===== src/inc/eep_defs.svh =====
// offsets, field positions, reset values and timing counts of the exposure-end pulse block
`ifndef EEP_DEFS_SVH
`define EEP_DEFS_SVH
// register byte offsets
`define EEP_LINE_BASE     6'h00
`define EEP_STATUS_OFS    6'h20
// line register field positions
`define EEP_DLY_LSB       0
`define EEP_WID_LSB       8
`define EEP_NEG_BIT       24
`define EEP_SEL_BIT       25
`define EEP_NOCAM_BIT     26
// status field positions
`define EEP_BUSY_LSB      0
`define EEP_LOST_LSB      8
// limits in 10 us steps
`define EEP_DLY_MAX       7'd100
`define EEP_WID_MIN       10'd4
`define EEP_WID_MAX       10'd1000
`define EEP_WID_RST       10'd500
`define EEP_DLY_RST       7'd0
// timing
`define EEP_CLK_NS        20
`define EEP_STEP_NS       10000
`define EEP_TICK_CYC      (`EEP_STEP_NS / `EEP_CLK_NS)
`endif


===== src/inc/eep_pkg.sv =====
// types shared by the exposure-end pulse block
package eep_pkg;
  // per-line timing and option settings
  typedef struct packed {
    logic       nocam;  // drive strobe even with no camera
    logic       sel;    // 1: exposure-end pulse kind
    logic       neg;    // negative polarity
    logic [9:0] width;  // pulse width, 10 us steps
    logic [6:0] delay;  // delay, 10 us steps
  } eep_line_cfg_t;
  // per-line pulse sequencer states
  typedef enum logic [2:0] {
    EEP_IDLE  = 3'b001,
    EEP_DELAY = 3'b010,
    EEP_PULSE = 3'b100
  } eep_state_t;
endpackage


===== src/rtl/eep_top.sv =====
// exposure-end pulse and strobe trigger output generator with wishbone registers
`timescale 1ns/10ps
`include "eep_defs.svh"
module eep_top #(
  parameter int NUM_LINES = 8,  // measurement lines
  parameter int NUM_CONN  = 8   // camera connectors fitted
) (
  input  wire logic                 clk_i,
  input  wire logic                 rst_i,
  // classic wishbone slave
  input  wire logic                 wb_cyc_i,
  input  wire logic                 wb_stb_i,
  input  wire logic                 wb_we_i,
  input  wire logic [5:0]           wb_adr_i,
  input  wire logic [3:0]           wb_sel_i,
  input  wire logic [31:0]          wb_dat_i,
  output logic      [31:0]          wb_dat_o,
  output logic                      wb_ack_o,
  // camera side
  input  wire logic [NUM_LINES-1:0] exposure_done_i,
  input  wire logic [NUM_LINES-1:0] strobe_req_i,
  input  wire logic [NUM_LINES-1:0] cam_present_i,
  input  wire logic                 multi_line_i,
  // output pins
  output logic [NUM_LINES-1:0]      exposure_end_pulse_o,
  output logic [NUM_LINES-1:0]      strobe_trigger_out_o
);
  import eep_pkg::*;

  // ************************************************************
  // helpers
  // ************************************************************

  // byte lane mask from wishbone select
  function automatic logic [31:0] lane_mask(input logic [3:0] sel);
    lane_mask = {{8{sel[3]}}, {8{sel[2]}}, {8{sel[1]}}, {8{sel[0]}}};
  endfunction

  // merge written lanes into old word
  function automatic logic [31:0] merge(input logic [31:0] old_w,
                                        input logic [31:0] new_w,
                                        input logic [3:0]  sel);
    merge = (old_w & ~lane_mask(sel)) | (new_w & lane_mask(sel));
  endfunction

  // pack a line setting into its register image
  function automatic logic [31:0] cfg_word(input eep_line_cfg_t c);
    logic [31:0] w;
    w = 32'h0000_0000;
    w[`EEP_DLY_LSB +: 7]  = c.delay;
    w[`EEP_WID_LSB +: 10] = c.width;
    w[`EEP_NEG_BIT]       = c.neg;
    w[`EEP_SEL_BIT]       = c.sel;
    w[`EEP_NOCAM_BIT]     = c.nocam;
    cfg_word = w;
  endfunction

  // unpack a write, clamping timing into the legal ranges
  function automatic eep_line_cfg_t cfg_from(input logic [31:0] w);
    eep_line_cfg_t c;
    c.delay = w[`EEP_DLY_LSB +: 7];
    c.width = w[`EEP_WID_LSB +: 10];
    c.neg   = w[`EEP_NEG_BIT];
    c.sel   = w[`EEP_SEL_BIT];
    c.nocam = w[`EEP_NOCAM_BIT];
    if (c.delay > `EEP_DLY_MAX) begin
      c.delay = `EEP_DLY_MAX;
    end
    if (c.width < `EEP_WID_MIN) begin
      c.width = `EEP_WID_MIN;
    end else if (c.width > `EEP_WID_MAX) begin
      c.width = `EEP_WID_MAX;
    end
    cfg_from = c;
  endfunction

  // ************************************************************
  // bus decode
  // ************************************************************

  localparam int          TICK_CYC = `EEP_TICK_CYC;  // clocks per 10 us
  localparam logic [8:0]  TICK_TOP = 9'(TICK_CYC - 1);

  eep_line_cfg_t          cfg_q [NUM_LINES];  // per-line settings
  eep_state_t             st_q  [NUM_LINES];  // sequencer state
  logic [9:0]             cnt_q [NUM_LINES];  // tick down-counter
  logic [NUM_LINES-1:0]   lost_q;             // event hit a busy line
  logic [NUM_LINES-1:0]   busy;               // line not idle
  logic [8:0]             tick_cnt_q;         // divider for the tick
  logic                   tick;               // one-cycle 10 us enable
  logic                   ack_q;              // registered ack
  logic [31:0]            rdat_q;             // registered read data
  logic                   req;                // new bus request
  logic                   wr;                 // write strobe
  logic                   stat_hit;           // status selected
  logic                   line_hit;           // a line register selected
  logic [2:0]             line_idx;           // selected line
  logic                   sel_exp;            // exposure-end kind active

  // a request is taken once; ack drops the cycle after
  assign req      = wb_cyc_i & wb_stb_i & ~ack_q;
  assign wr       = req & wb_we_i;
  assign line_idx = wb_adr_i[4:2];

  // address decode, unmapped reads zero and writes vanish
  always_comb begin
    stat_hit = 1'b0;
    line_hit = 1'b0;
    if (wb_adr_i == `EEP_STATUS_OFS) begin
      stat_hit = 1'b1;
    end else if (wb_adr_i[5] == 1'b0 && wb_adr_i[1:0] == 2'b00 && 32'(line_idx) < NUM_LINES) begin
      line_hit = 1'b1;
    end
  end

  // ack and read data
  always_ff @(posedge clk_i) begin
    if (rst_i) begin
      ack_q  <= 1'b0;
      rdat_q <= 32'h0000_0000;
    end else begin
      ack_q <= req;
      if (req) begin
        if (stat_hit) begin
          rdat_q <= 32'({lost_q, busy}) & 32'h0000_FFFF;
        end else if (line_hit) begin
          rdat_q <= cfg_word(cfg_q[line_idx]);
        end else begin
          rdat_q <= 32'h0000_0000;
        end
      end
    end
  end

  assign wb_ack_o = ack_q;
  assign wb_dat_o = rdat_q;

  // ************************************************************
  // settings
  // ************************************************************

  // line settings, factory defaults after reset
  always_ff @(posedge clk_i) begin
    if (rst_i) begin
      for (int n = 0; n < NUM_LINES; n++) begin
        cfg_q[n].delay <= `EEP_DLY_RST;
        cfg_q[n].width <= `EEP_WID_RST;
        cfg_q[n].neg   <= 1'b0;
        cfg_q[n].sel   <= 1'b0;
        cfg_q[n].nocam <= 1'b0;
      end
    end else if (wr && line_hit) begin
      cfg_q[line_idx] <= cfg_from(merge(cfg_word(cfg_q[line_idx]), wb_dat_i, wb_sel_i));
    end
  end

  // kind is common; only the sel bit of line 0 counts, every line obeys it
  assign sel_exp = cfg_q[0].sel;

  // ************************************************************
  // 10 us tick
  // ************************************************************

  // free-running divider; first step after an event may be short
  always_ff @(posedge clk_i) begin
    if (rst_i) begin
      tick_cnt_q <= 9'h000;
    end else if (tick_cnt_q == TICK_TOP) begin
      tick_cnt_q <= 9'h000;
    end else begin
      tick_cnt_q <= tick_cnt_q + 9'h001;
    end
  end

  assign tick = (tick_cnt_q == TICK_TOP);

  // ************************************************************
  // per-line pulse sequencers
  // ************************************************************

  // every exposure-done pulse is one image: multi-exposure and live alike
  always_ff @(posedge clk_i) begin
    if (rst_i) begin
      for (int n = 0; n < NUM_LINES; n++) begin
        st_q[n]  <= EEP_IDLE;
        cnt_q[n] <= 10'h000;
      end
    end else begin
      for (int n = 0; n < NUM_LINES; n++) begin
        if (!sel_exp) begin
          // strobe kind: pulse side stays quiet
          st_q[n]  <= EEP_IDLE;
          cnt_q[n] <= 10'h000;
        end else if (exposure_done_i[n]) begin
          // reload on each event, even mid-pulse
          if (cfg_q[n].delay == 7'd0) begin
            st_q[n]  <= EEP_PULSE;
            cnt_q[n] <= cfg_q[n].width - 10'd1;
          end else begin
            st_q[n]  <= EEP_DELAY;
            cnt_q[n] <= {3'b000, cfg_q[n].delay} - 10'd1;
          end
        end else if (tick) begin
          case (st_q[n])
            EEP_DELAY: begin
              if (cnt_q[n] == 10'h000) begin
                st_q[n]  <= EEP_PULSE;
                cnt_q[n] <= cfg_q[n].width - 10'd1;
              end else begin
                cnt_q[n] <= cnt_q[n] - 10'd1;
              end
            end
            EEP_PULSE: begin
              if (cnt_q[n] == 10'h000) begin
                st_q[n] <= EEP_IDLE;
              end else begin
                cnt_q[n] <= cnt_q[n] - 10'd1;
              end
            end
            default: begin
              st_q[n] <= EEP_IDLE;
            end
          endcase
        end
      end
    end
  end

  // busy view for status
  always_comb begin
    for (int n = 0; n < NUM_LINES; n++) begin
      busy[n] = (st_q[n] != EEP_IDLE);
    end
  end

  // an event on a busy line restarts its sequence; sticky, set beats clear
  always_ff @(posedge clk_i) begin
    if (rst_i) begin
      lost_q <= '0;
    end else begin
      for (int n = 0; n < NUM_LINES; n++) begin
        if (sel_exp && exposure_done_i[n] && busy[n]) begin
          lost_q[n] <= 1'b1;
        end else if (wr && stat_hit && wb_sel_i[1] && wb_dat_i[`EEP_LOST_LSB + n]) begin
          lost_q[n] <= 1'b0;
        end
      end
    end
  end

  // ************************************************************
  // output pins
  // ************************************************************

  // pulse pin n is line n; idle level set by polarity
  always_ff @(posedge clk_i) begin
    if (rst_i) begin
      exposure_end_pulse_o <= '0;
    end else begin
      for (int n = 0; n < NUM_LINES; n++) begin
        exposure_end_pulse_o[n] <= (st_q[n] == EEP_PULSE) ^ cfg_q[n].neg;
      end
    end
  end

  // strobe pin n is connector n, only fitted connectors may drive
  always_ff @(posedge clk_i) begin
    if (rst_i) begin
      strobe_trigger_out_o <= '0;
    end else begin
      for (int n = 0; n < NUM_LINES; n++) begin
        strobe_trigger_out_o[n] <= !sel_exp && strobe_req_i[n] && (n < NUM_CONN)
                                   && (cam_present_i[n] || cfg_q[n].nocam);
      end
    end
  end

endmodule


===== config.mk =====
export PLATFORM = sky130hd
export DESIGN_NAME = eep_top
export DESIGN_NICKNAME = d
export VERILOG_FILES = /design/src/inc/eep_pkg.sv /design/src/rtl/eep_top.sv
export VERILOG_INCLUDE_DIRS = /design/src /design/src/inc
export SDC_FILE = /design/constraint.sdc
export NUM_CORES = 1
export LEC_CHECK = 0
export BUFFER_PORTS_ARGS = -buffer_cell sky130_fd_sc_hd__buf_2
export CAP_MARGIN = 20
export CORE_MARGIN = 2
export CORE_UTILIZATION = 30
export CTS_BUF_LIST = sky130_fd_sc_hd__clkbuf_4
export CTS_CLUSTER_SIZE = 24
export DETAILED_ROUTE_END_ITERATION = 6
export PLACE_DENSITY = 0.47
export SYNTH_ARGS = -nofsm -noshare
export SYNTH_HDL_FRONTEND = slang
export SYNTH_SLANG_ARGS = --single-unit

===== constraint.sdc =====
create_clock -name clk_i -period 7.6 [get_ports clk_i]
set_clock_uncertainty 0.15 [all_clocks]
set_input_delay 0.38 -clock clk_i [delete_from_list [all_inputs] [get_ports clk_i]]
set_output_delay 0.38 -clock clk_i [all_outputs]
set_load 0.01 [all_outputs]

==> qor.txt, run 1 <==
CTS H-tree lvls = 3
CTS root buffer = clkbuf_4
part of the power in registers = 46.8%
class of the most critical setup path = flop to flop
most frequent cell after synthesis = edfxtp_1
ranking of synthesized cells by area = edfxtp_1 43%, dfxtp_1 6.0%, nor2_1 4.7%
clock tree buffer depth = 3
placed inst area = 19400 µm²
CP Max Fanout = 24
Iter 0 DRT Violations = 1329
global route overflow = 0
I/O pin total = 121
crit path DAT = 4.75 ns
Post-Place Worst Slack = 3.17 ns
combinational power share = 10.8%
asr flop ratio synth = 0%
outcome = finished, final reports clean
worst hold slack = 0.105 ns
worst rel slew slack = 22.8%
P_leak = 7.87 nW
Layout area overhead = 17.6%
Final Cell Area = 21400 µm²
Layout Cells excl Fill = 2839
Worst EP required = 7.86 ns
Die Wd = 251 µm
Yosys top cell area share = 43.5%
# Max-Cap Violations = 0
Sw Pwr = 1.16 mW
Final nets = 2066
average cell area after synthesis = 10.3 µm²
fin crit share = 59.1%
Sink Count = 319
Hold Path Class = input pin to flop
Yosys reg bits = 319
DP Cell Count = 2591
Netlist cell types = 84
clock power share = 42.4%
number of core rows = 90
clock-pin slew on the worst setup and hold paths = 0.06 ns
Setup Total Neg Slack = 0 ns
Final Power = 4.28 mW
Post-synth EDFFs = 264
Port Buf Inserts = 96
Post-CTS Setup Inserts = 0
total CTS buffers = 95
Worst Max-Slew Pin Slew = 1.15 ns
cell area after synthesis = 18200 µm²
post-DR vias/cell = 5.27
final core occ = 35.6%
Synth Flop Type = edfxtp_1
DRC viols = 0
DRT Pass-1 Iters = 5
core area = 60200 µm²
Worst setup SP type = flop
clock latency on the worst-skew pair = 0.88 ns
initial core utilization = 30.3%
Post-Route WL = 62100 µm
share of cells above drive strength 1 = 17.9%
critical path's largest stage delay = 0.78 ns
CTS tree = yes
slowest cell on the critical path = nand2_1
post-route ant nets = 0
number of global-route vias before repair = 14500
initial antenna violation count = 4
switching share of power = 27.2%
DIE AREA = 62800 µm²
gr usage total = 19.7%
Pwr Density = 200 nW/µm²
Seq/Total Area, Yosys = 49.5%
Die Y = 251 µm
Yosys warnings = 0
fmax = 0.223 GHz
final hold vios = 0
Post-CTS Resized = 0
maximum VDD drop = 0.0000858 V
WL/cell = 21.9 µm
vias = 15000
post-DP HPWL = 45500 µm
fin crit period = 4.49 ns
final worst-path setup slack = 3.11 ns
Internal = 3.11 mW
endpoint type of the worst setup path = flop
CP cell instances = nand3b_1 > dlygate4sd3_1 > buf_4 > nor4_2 > dlygate4sd3_1 > buf_4 > nand2_1 > or3_1 > nand2_1
first-pass GRT wire length = 92200 µm
largest net degree at the start of global routing = 45
Setup-failing EPs final = 0
fin. max-slew vios = 0
commonest cells in the netlist = 264 x edfxtp_1, 226 x nor2_1, 180 x nand2_1
Syn Inst Count = 1770
fillers = 6125
area leader, netlist = edfxtp_1
RSZ-0062 raised after global routing = false
GP Congestion = 0.858
registers in the layout, indices dropped and copies added (netlist names):
register,count
st_q,24
cnt_q,80
strobe_trigger_out_o,8
lost_q,8
exposure_end_pulse_o,8
cfg_q,160
wb_ack_o,1
tick_cnt_q,9
wb_dat_o,21
layer usage:
layer	part of all wire [%]	vias up	GRT usage, %
met5	0	-	0
met4	2.4	0	5.30
met3	7.7	91	4.04
met2	43	601	29.3
met1	47	7291	28.9
li1	-	6983	-
power groups by stage:
stage | Sequential [mW] | Combinational (mW) | Clock (mW)
floorplan | 2.01 | 0.290 | 0
global placement | 2.03 | 0.430 | 0
detailed placement | 2.04 | 0.432 | 0
CTS | 2.00 | 0.457 | 1.87
global route | 2.01 | 0.500 | 1.96
finish | 2.00 | 0.462 | 1.82
area by class of cell:
type	instances	area [µm²]	share of cell area (%)
Clock buffer	157	1180	5.50
Inverter	74	278	1.30
Multi-Input combinational cell	1298	8510	39.7
Clock inverter	21	158	0.736
Tap cell	782	978	4.56
Antenna cell	7	17.5	0.0817
Sequential cell	319	9030	42.1
Timing Repair Buffer	181	1290	6.01
repair_timing:
action,4_1_cts,5_1_grt
endpoints found under the setup margin,0,0
hold endpoints to repair,138,0
hold buffers,60,0
cell usage in the layout (no fill, tap or decap), types with 11 or more instances in the layout:
cell	n
buf_2	96
nand2_1	180
mux4_2	22
conb_1	11
nor2_1	226
dfxtp_1	55
nor3_1	92
clkinv_1	12
a221oi_1	14
dlygate4sd3_1	60
nand2b_1	34
buf_4	24
a22oi_1	13
xor2_1	80
xnor2_1	91
ha_1	25
clkbuf_4	157
or3_1	18
o221ai_1	23
mux2_2	13
o21a_1	13
nor4b_1	12
edfxtp_1	264
a21oi_1	54
or4_1	17
nor4_1	32
o22ai_1	21
nand3_1	23
o21ai_0	59
mux2i_1	42
inv_1	73
cell families after synthesis:
family,after synthesis,share of synthesized area (%)
AND/OR/NAND/NOR,718,19.1
flip-flops,319,49.5
AO/OA/AOI/OAI,294,11.2
XOR/XNOR,171,8.21
buffers and inverters,163,4.19
multiplexers,79,6.07
adder cells (fa/ha/maj),25,1.72
other,1,0.0206
critical path: cells and delay by family (launching register included):
kind                   cells  cell delay (ns)
DFF                        1             0.30
and+or+nand+nor            5             1.91
buffers and inverters      4             1.69
path summary, 6_finish.rpt:
| kind | slack [ns] | end | startpoint | cells after the start |
|---|---|---|---|---|
| setup / recovery | 3.11 | cfg_q[3][17]$_SDFFCE_PN0P_ | wb_ack_o$_SDFF_PP0_ | 9 |
| hold / removal | 0.11 | cfg_q[2][14]$_SDFFCE_PN1P_ | wb_sel_i[1] | 4 |
| setup reg to reg | 3.11 | cfg_q[3][17]$_SDFFCE_PN0P_ | wb_ack_o$_SDFF_PP0_ | 9 |
| hold reg to reg | 0.31 | tick_cnt_q[0]$_SDFF_PP0_ | tick_cnt_q[0]$_SDFF_PP0_ | 1 |
(Power assumes the default switching activity.)
==> inputs of run 2 (changes only) <==
- ABC_AREA: not set -> 1
- clock period: 7.6 -> 4.3 ns (I/O delays scaled with it)
==> run 2 against run 1 <==
Sequential share of layout area fell by 2.9 points. Hold slack improved by 0.062 ns. Routed wire length rose by 13%. Utilization rose by 0.88 points. Non-clock buffer count rose by 50. Global-route usage rose by 1.2 points. Largest power group unchanged.
==> qor.txt, run 2 <==
ranking of synthesized cells by area = edfxtp_1 41%, nand2_1 8.9%, nor2_1 6.0%
DRT Pass-1 Iters = 5 (unchanged)
CP Buf/Inv Count = 7 (+3)
average cell area after synthesis = 8.09 µm² (-21%)
Post-CTS Resized = 0 (unchanged)
fin. max-slew vios = 0 (unchanged)
CTS H-tree lvls = 3 (unchanged)
share of cells above drive strength 1 = 15.4% (-2.5 points)
Hold Path Class = input pin to flop
Sw Pwr = 2.19 mW (+88%)
Regs by FF count = cfg_q x160, cnt_q x80, st_q x24
FF/Latch Area = 9030 µm² (unchanged)
Post-synth EDFFs = 264 (unchanged)
number of global-route vias before repair = 17000 (+17%)
global route overflow = 0 (unchanged)
cts hold-fix bufs = 99 (+65%)
Post-CTS Setup Inserts = 0 (unchanged)
worst hold slack = 0.168 ns (+0.0624 ns)
initial antenna violation count = 2 (-2)
most frequent CP cell = dlygate4sd3_1
outcome = finished, final reports clean
fillers = 6653 (+8.6%)
endpoint type of the worst setup path = flop
gr usage total = 20.9% (+1.2 points)
Worst setup SP type = input pin
Layout area overhead = 19.8%
Sink Count = 319 (unchanged)
part of the power in registers = 45.0% (-1.8 points)
CTS tree = yes
clock-pin slew on the worst setup and hold paths = 0.06 ns (about the same)
# Max-Cap Violations = 0 (unchanged)
Top reg by flops = cfg_q
CTS root buffer = clkbuf_4
slowest cell on the critical path = dlygate4sd3_1
post-DP HPWL = 50800 µm (+12%)
asr flop ratio synth = 0% (unchanged)
Post-Route WL = 70000 µm (+13%)
first-pass GRT wire length = 104000 µm (+13%)
crit path DAT = 4.86 ns (+0.11 ns)
switching share of power = 28.1% (+0.95 points)
number of core rows = 92 (+2.2%)
Pwr Density = 337 nW/µm² (+69%)
area leader, netlist = edfxtp_1
Multi-input gate area = 8580 µm² (+0.85%)
P_leak = 9.54 nW (+21%)
post-route ant nets = 0 (unchanged)
Final nets = 2741 (+33%)
Internal = 5.58 mW (+79%)
Syn Inst Count = 2378 (+34%)
CP Max Fanout = 23 (-4.2%)
clock latency on the worst-skew pair = 0.85 ns (-0.03 ns)
initial core utilization = 30.4% (+0.17 points)
Yosys warnings = 0 (unchanged)
number of flip-flops under the largest register name = 160 (unchanged)
core area = 63200 µm² (+4.9%)
fin crit share = 98.1%
most common cell after layout, fill and taps aside = nand2_1
Synth Flop Type = edfxtp_1
Setup-failing EPs final = 0 (unchanged)
Die Wd = 257 µm (+2.7%)
Netlist cell types = 57 (-32%)
DRC viols = 0 (unchanged)
Yosys top cell area share = 41.2% (-2.3 points)
Worst EP required = 4.94 ns (-2.92 ns)
Iter 0 DRT Violations = 1841 (+39%)
final core occ = 36.5% (+0.88 points)
Worst Max-Slew Pin Slew = 1.13 ns (-0.0165 ns)
DIE AREA = 66100 µm² (+5.4%)
combinational power share = 12.1% (+1.3 points)
cell area after synthesis = 19200 µm² (+5.5%)
Die Y = 257 µm (+2.7%)
maximum VDD drop = 0.000185 V (+120%)
clock tree buffer depth = 3 (unchanged)
class of the most critical setup path = input pin to flop
RSZ-0062 raised after global routing = false
largest net degree at the start of global routing = 98 (+120%)
CP cell instances = dlygate4sd3_1 > buf_2 > nand2_1 > dlygate4sd3_1 > nor2_1 > inv_2 > nor3_2 > dlygate4sd3_1 > o21ai_0 > dlygate4sd3_1 > a21oi_1 > dlygate4sd3_1
I/O pin total = 121 (unchanged)
clock power share = 42.8% (+0.4 points)
CP top delay family = buffers and inverters
Seq/Total Area, Yosys = 46.9% (-2.6 points)
fmax = 0.237 GHz
total CTS buffers = 94 (-1.1%)
GP Congestion = 0.899 (+4.8%)
worst rel slew slack = 23.9% (+1.0 points)
Setup Total Neg Slack = 0 ns (unchanged)
post-DR vias/cell = 4.96 (-5.9%)
critical path's largest stage delay = 1.06 ns (+0.28 ns)
fin crit period = 4.22 ns
final hold vios = 0 (unchanged)
vias = 17700 (+18%)
commonest cells in the netlist = 456 x nand2_1, 309 x nor2_1, 307 x inv_1
most frequent cell after synthesis = nand2_1
Yosys reg bits = 319 (unchanged)
WL/cell = 19.6 µm (-10%)
Port Buf Inserts = 96 (unchanged)
commonest cells after routing, fill and taps aside = 456 x nand2_1, 309 x nor2_1, 306 x inv_1, 264 x edfxtp_1, 154 x a21oi_1
-- run 2: cell type report --
type	instances	area share, %
antenna	1	0.0109
clock buffer	142	4.63
inverter	330	5.39
clock inverter	36	1.28
sequential	319	39.2
multi-input combinational	1668	37.2
tap	846	4.59
timing repair buffer	231	7.68
-- run 2: power by group through the flow --
stage                     clock [mW]  combinational (mW)  sequential [mW]
final                           3.33               0.944             3.50
after detailed placement           0               0.859             3.56
after global routing            3.57                1.02             3.51
after floorplan                    0               0.544             3.54
after global placement             0               0.854             3.56
after CTS                       3.41               0.931             3.50
-- run 2: worst reg2reg max path: stages, from the launching register on --
cell and delay (ns):
edfxtp_1 0.47, o211ai_1 0.37, nand2_1 0.17, o21ai_1 0.26, nand2_1 0.20, nor2_2 0.16, dlygate4sd3_1 0.56, inv_1 0.06
a21oi_4 0.29, dlygate4sd3_1 1.01, nor2_1 0.08
-- run 2: metal layers --
layer	up-vias	routed length, µm	track usage, %
met1	8350	32400	29.7
met2	728	29900	31.2
met3	133	5150	3.56
met4	0	2500	9.00
li1	8514	-	-
met5	-	0	0
-- run 2: worst paths after layout --
check	startpoint	to	slack [ns]	cells past startpoint
worst max-delay path	wb_stb_i	wb_dat_o[12]$_SDFFE_PP0P_	0.08	12
worst min-delay path	rst_i	wb_dat_o[25]$_SDFFE_PP0P_	0.17	3
worst max register to register	cfg_q[0][3]$_SDFFCE_PN0P_	cfg_q[6][2]$_SDFFCE_PN0P_	0.23	10
worst min register to register	tick_cnt_q[0]$_SDFF_PP0_	tick_cnt_q[0]$_SDFF_PP0_	0.30	1
-- run 2: metrics by stage --
step	instance area, µm²	instances	total power [mW]	worst slack, ns
2_1_floorplan	19300	2388	4.08	1.81
3_3_place_gp	20700	3293	4.42	1.04
3_5_place_dp	20700	3293	4.42	1.01
4_1_cts	23000	3570	7.84	0.312
5_1_grt	23000	3573	8.10	0.0172
6_report	23000	3573	7.77	0.0802
-- run 2: logic make-up after synthesis --
logic type	share of synthesized area, %
mux	0.156
fa+ha+maj	1.63
flops	46.9
buf+inv	8.66
other cells	0.0195
compound gates	11.1
simple gates	26.5
xor+xnor	4.96
==> inputs of run 3 (changes only) <==
--- a/config.mk
+++ b/config.mk
@@ -9,3 +9,2 @@
 export ABC_AREA = 1
-export BUFFER_PORTS_ARGS = -buffer_cell sky130_fd_sc_hd__buf_2
 export CAP_MARGIN = 20
@@ -13,6 +12,7 @@
 export CORE_UTILIZATION = 30
-export CTS_BUF_LIST = sky130_fd_sc_hd__clkbuf_4
+export CTS_BUF_LIST = sky130_fd_sc_hd__clkbuf_8
 export CTS_CLUSTER_SIZE = 24
 export DETAILED_ROUTE_END_ITERATION = 6
-export PLACE_DENSITY = 0.47
+export DONT_BUFFER_PORTS = 1
+export PLACE_DENSITY = 0.46
 export SYNTH_ARGS = -nofsm -noshare
==> constraint.sdc (replaced) <==
create_clock -name clk_i -period 4.3 [get_ports clk_i]
set_clock_uncertainty 0.15 [all_clocks]
set_input_delay 0.86 -clock clk_i [delete_from_list [all_inputs] [get_ports clk_i]]
set_output_delay 0.86 -clock clk_i [all_outputs]
set_load 0.01 [all_outputs]
==> run 3 against run 2 <==
Power decreased by 7.1%. Global-route usage shrank 1.0 points. Register-to-register slack improved by 0.82 ns. Count of clock-buffer cells in the layout fell by 77. Largest cell class unchanged. First-iteration DRC count decreased by 0.54%. Highest routed layer unchanged. Maximum frequency rose by 30%.
==> qor.txt, run 3 (synthesis gave the netlist of run 2 again) <==
fin crit period = 3.25 ns (-0.966 ns)
CP top delay family = simple AND/OR/NAND/NOR gates
DRC viols = 0 (unchanged)
Post-Route WL = 67100 µm (-4.2%)
initial core utilization = 30.4% (unchanged)
global route overflow = 0 (unchanged)
cts hold-fix bufs = 0 (-100%)
CTS H-tree lvls = 2 (-1)
vias = 16500 (-7.1%)
DIE AREA = 66100 µm² (unchanged)
Port Buf Inserts = 0 (-100%)
GP Congestion = 0.871 (-3.1%)
Setup-failing EPs final = 0 (unchanged)
Hold Crit Endpoint = wb_dat_o[7]$_SDFFE_PP0P_
worst hold slack = 0.0937 ns (-0.0741 ns)
Iter 0 DRT Violations = 1831 (-0.54%)
CP cell instances = ha_1 > nand2_1 > nor3_1 > nand2_2 > nor2_4 > nand2_1 > nor3_2 > inv_2 > nand2_1
Setup Total Neg Slack = 0 ns (unchanged)
class of the most critical setup path = flop to flop
Sink Count = 319 (unchanged)
clock tree buffer depth = 3 (unchanged)
fmax = 0.307 GHz (+30%)
critical path's largest stage delay = 0.52 ns (-0.54 ns)
Worst EP required = 4.46 ns (-0.48 ns)
fin. max-slew vios = 0 (unchanged)
WL met3 = 6130 µm (+19%)
fin crit share = 75.7% (-22 points)
core area = 63200 µm² (unchanged)
R2R cell count = 9 (-1)
worst rel slew slack = 36.3% (+12 points)
clock latency on the worst-skew pair = 0.69 ns (-0.16 ns)
CTS root buffer = clkbuf_8
total CTS buffers = 59 (-37%)
flop2flop setup slack = 1.05 ns (+0.82 ns)
Final Power = 7.22 mW (-7.1%)
WL/cell = 20.3 µm (+3.5%)
most common cell after layout, fill and taps aside = nand2_1
largest net degree at the start of global routing = 99 (+1.0%)
RR Endpoint = cnt_q[1][9]$_SDFFCE_PN0P_
outcome = finished, final reports clean
commonest cells after routing, fill and taps aside = 456 x nand2_1, 324 x inv_1, 309 x nor2_1, 264 x edfxtp_1, 154 x a21oi_1
Worst setup SP type = flop
post-route ant nets = 0 (unchanged)
maximum VDD drop = 0.000233 V (+26%)
Post-CTS Setup Inserts = 0 (unchanged)
Layout Cells excl Fill = 3310 (-7.4%)
Metal-1 WL = 31600 µm (-2.6%)
Worst Max-Slew Pin Slew = 0.955 ns (-0.179 ns)
number of global-route vias before repair = 15700 (-7.5%)
R2R Path Start = tick_cnt_q[0]$_SDFF_PP0_
Regs by FF count = cfg_q x160, cnt_q x80, st_q x24
Worst Setup SP = tick_cnt_q[0]$_SDFF_PP0_
post-DR vias/cell = 4.97 (+0.25%)
# Max-Cap Violations = 0 (unchanged)
DRT Pass-1 Iters = 5 (unchanged)
CP Max Fanout = 10 (-57%)
HP Start = rst_i
gr usage total = 19.9% (-1.0 points)
I/O pin total = 121 (unchanged)
number of flip-flops under the largest register name = 160 (unchanged)
Top reg by flops = cfg_q
endpoint type of the worst setup path = flop
Final nets = 2511 (-8.4%)
CTS tree = yes
Hold Path Class = input pin to flop
Die Y = 257 µm (unchanged)
Die Wd = 257 µm (unchanged)
crit path DAT = 3.42 ns (-1.44 ns)
most frequent CP cell = nand2_1
routed wl met2 = 27500 µm (-8.3%)
top sig layer = met4
first-pass GRT wire length = 98500 µm (-5.3%)
Post-CTS Resized = 0 (unchanged)
initial antenna violation count = 1 (-1)
final hold vios = 0 (unchanged)
DP Cell Count = 3199 (-2.9%)
CP Buf/Inv Count = 1 (-6)
Pwr Density = 338 nW/µm² (+0.31%)
post-DP HPWL = 50400 µm (-0.72%)
hold depth = 1 (-2)
number of core rows = 92 (unchanged)
slowest cell on the critical path = nor2_4
clock-pin slew on the worst setup and hold paths = 0.06 ns (about the same)
Layout area overhead = 11.0%
share of cells above drive strength 1 = 10.3% (-5.1 points)
P_leak = 8.53 nW (-11%)
RSZ-0062 raised after global routing = false
## run 3: routing by layer
layer,up-vias,track usage (%)
met5,-,0
met4,0,6.48
met3,95,4.48
met2,579,28.6
met1,7818,29.4
li1,7969,-
## run 3: cell type report
class                           count  area [µm²]
Antenna cell                        1        2.50
Clock buffer                       65         895
Clock inverter                     45         241
Fill cell                        6727       41900
Inverter                          330        1240
Multi-Input combinational cell   1668        8580
Sequential cell                   319        9030
Tap cell                          846        1060
Timing Repair Buffer               36         295
## run 3: metrics by stage
step / setup WS (ns) / cell area, µm² / util, %
after floorplan: 1.17 / 19300 / -
after global placement: 0.656 / 20200 / 32.0
after detailed placement: 0.632 / 20200 / 32.0
after CTS: 1.00 / 21300 / 33.8
after global routing: 0.806 / 21300 / 33.8
final: 1.05 / 21300 / 33.8
## run 3: how the worst max path moves through the flow
stage,to,slack [ns],depth (start not counted)
2_1_floorplan,cfg_q[0][0]$_SDFFCE_PN0P_,1.17,8
6_report,cnt_q[1][9]$_SDFFCE_PN0P_,1.05,9
4_1_cts,cnt_q[1][8]$_SDFFCE_PN0P_,1.00,9
5_1_grt,cnt_q[0][4]$_SDFFCE_PN0P_,0.81,9
3_3_place_gp,cfg_q[1][8]$_SDFFCE_PN0P_,0.66,14
3_5_place_dp,cfg_q[3][8]$_SDFFCE_PN0P_,0.63,14
## run 3: power by group
group | total, mW | switching (mW) | internal [mW]
registers | 3.51 | 0.0812 | 3.43
logic | 0.787 | 0.573 | 0.214
clock network | 2.92 | 1.42 | 1.50
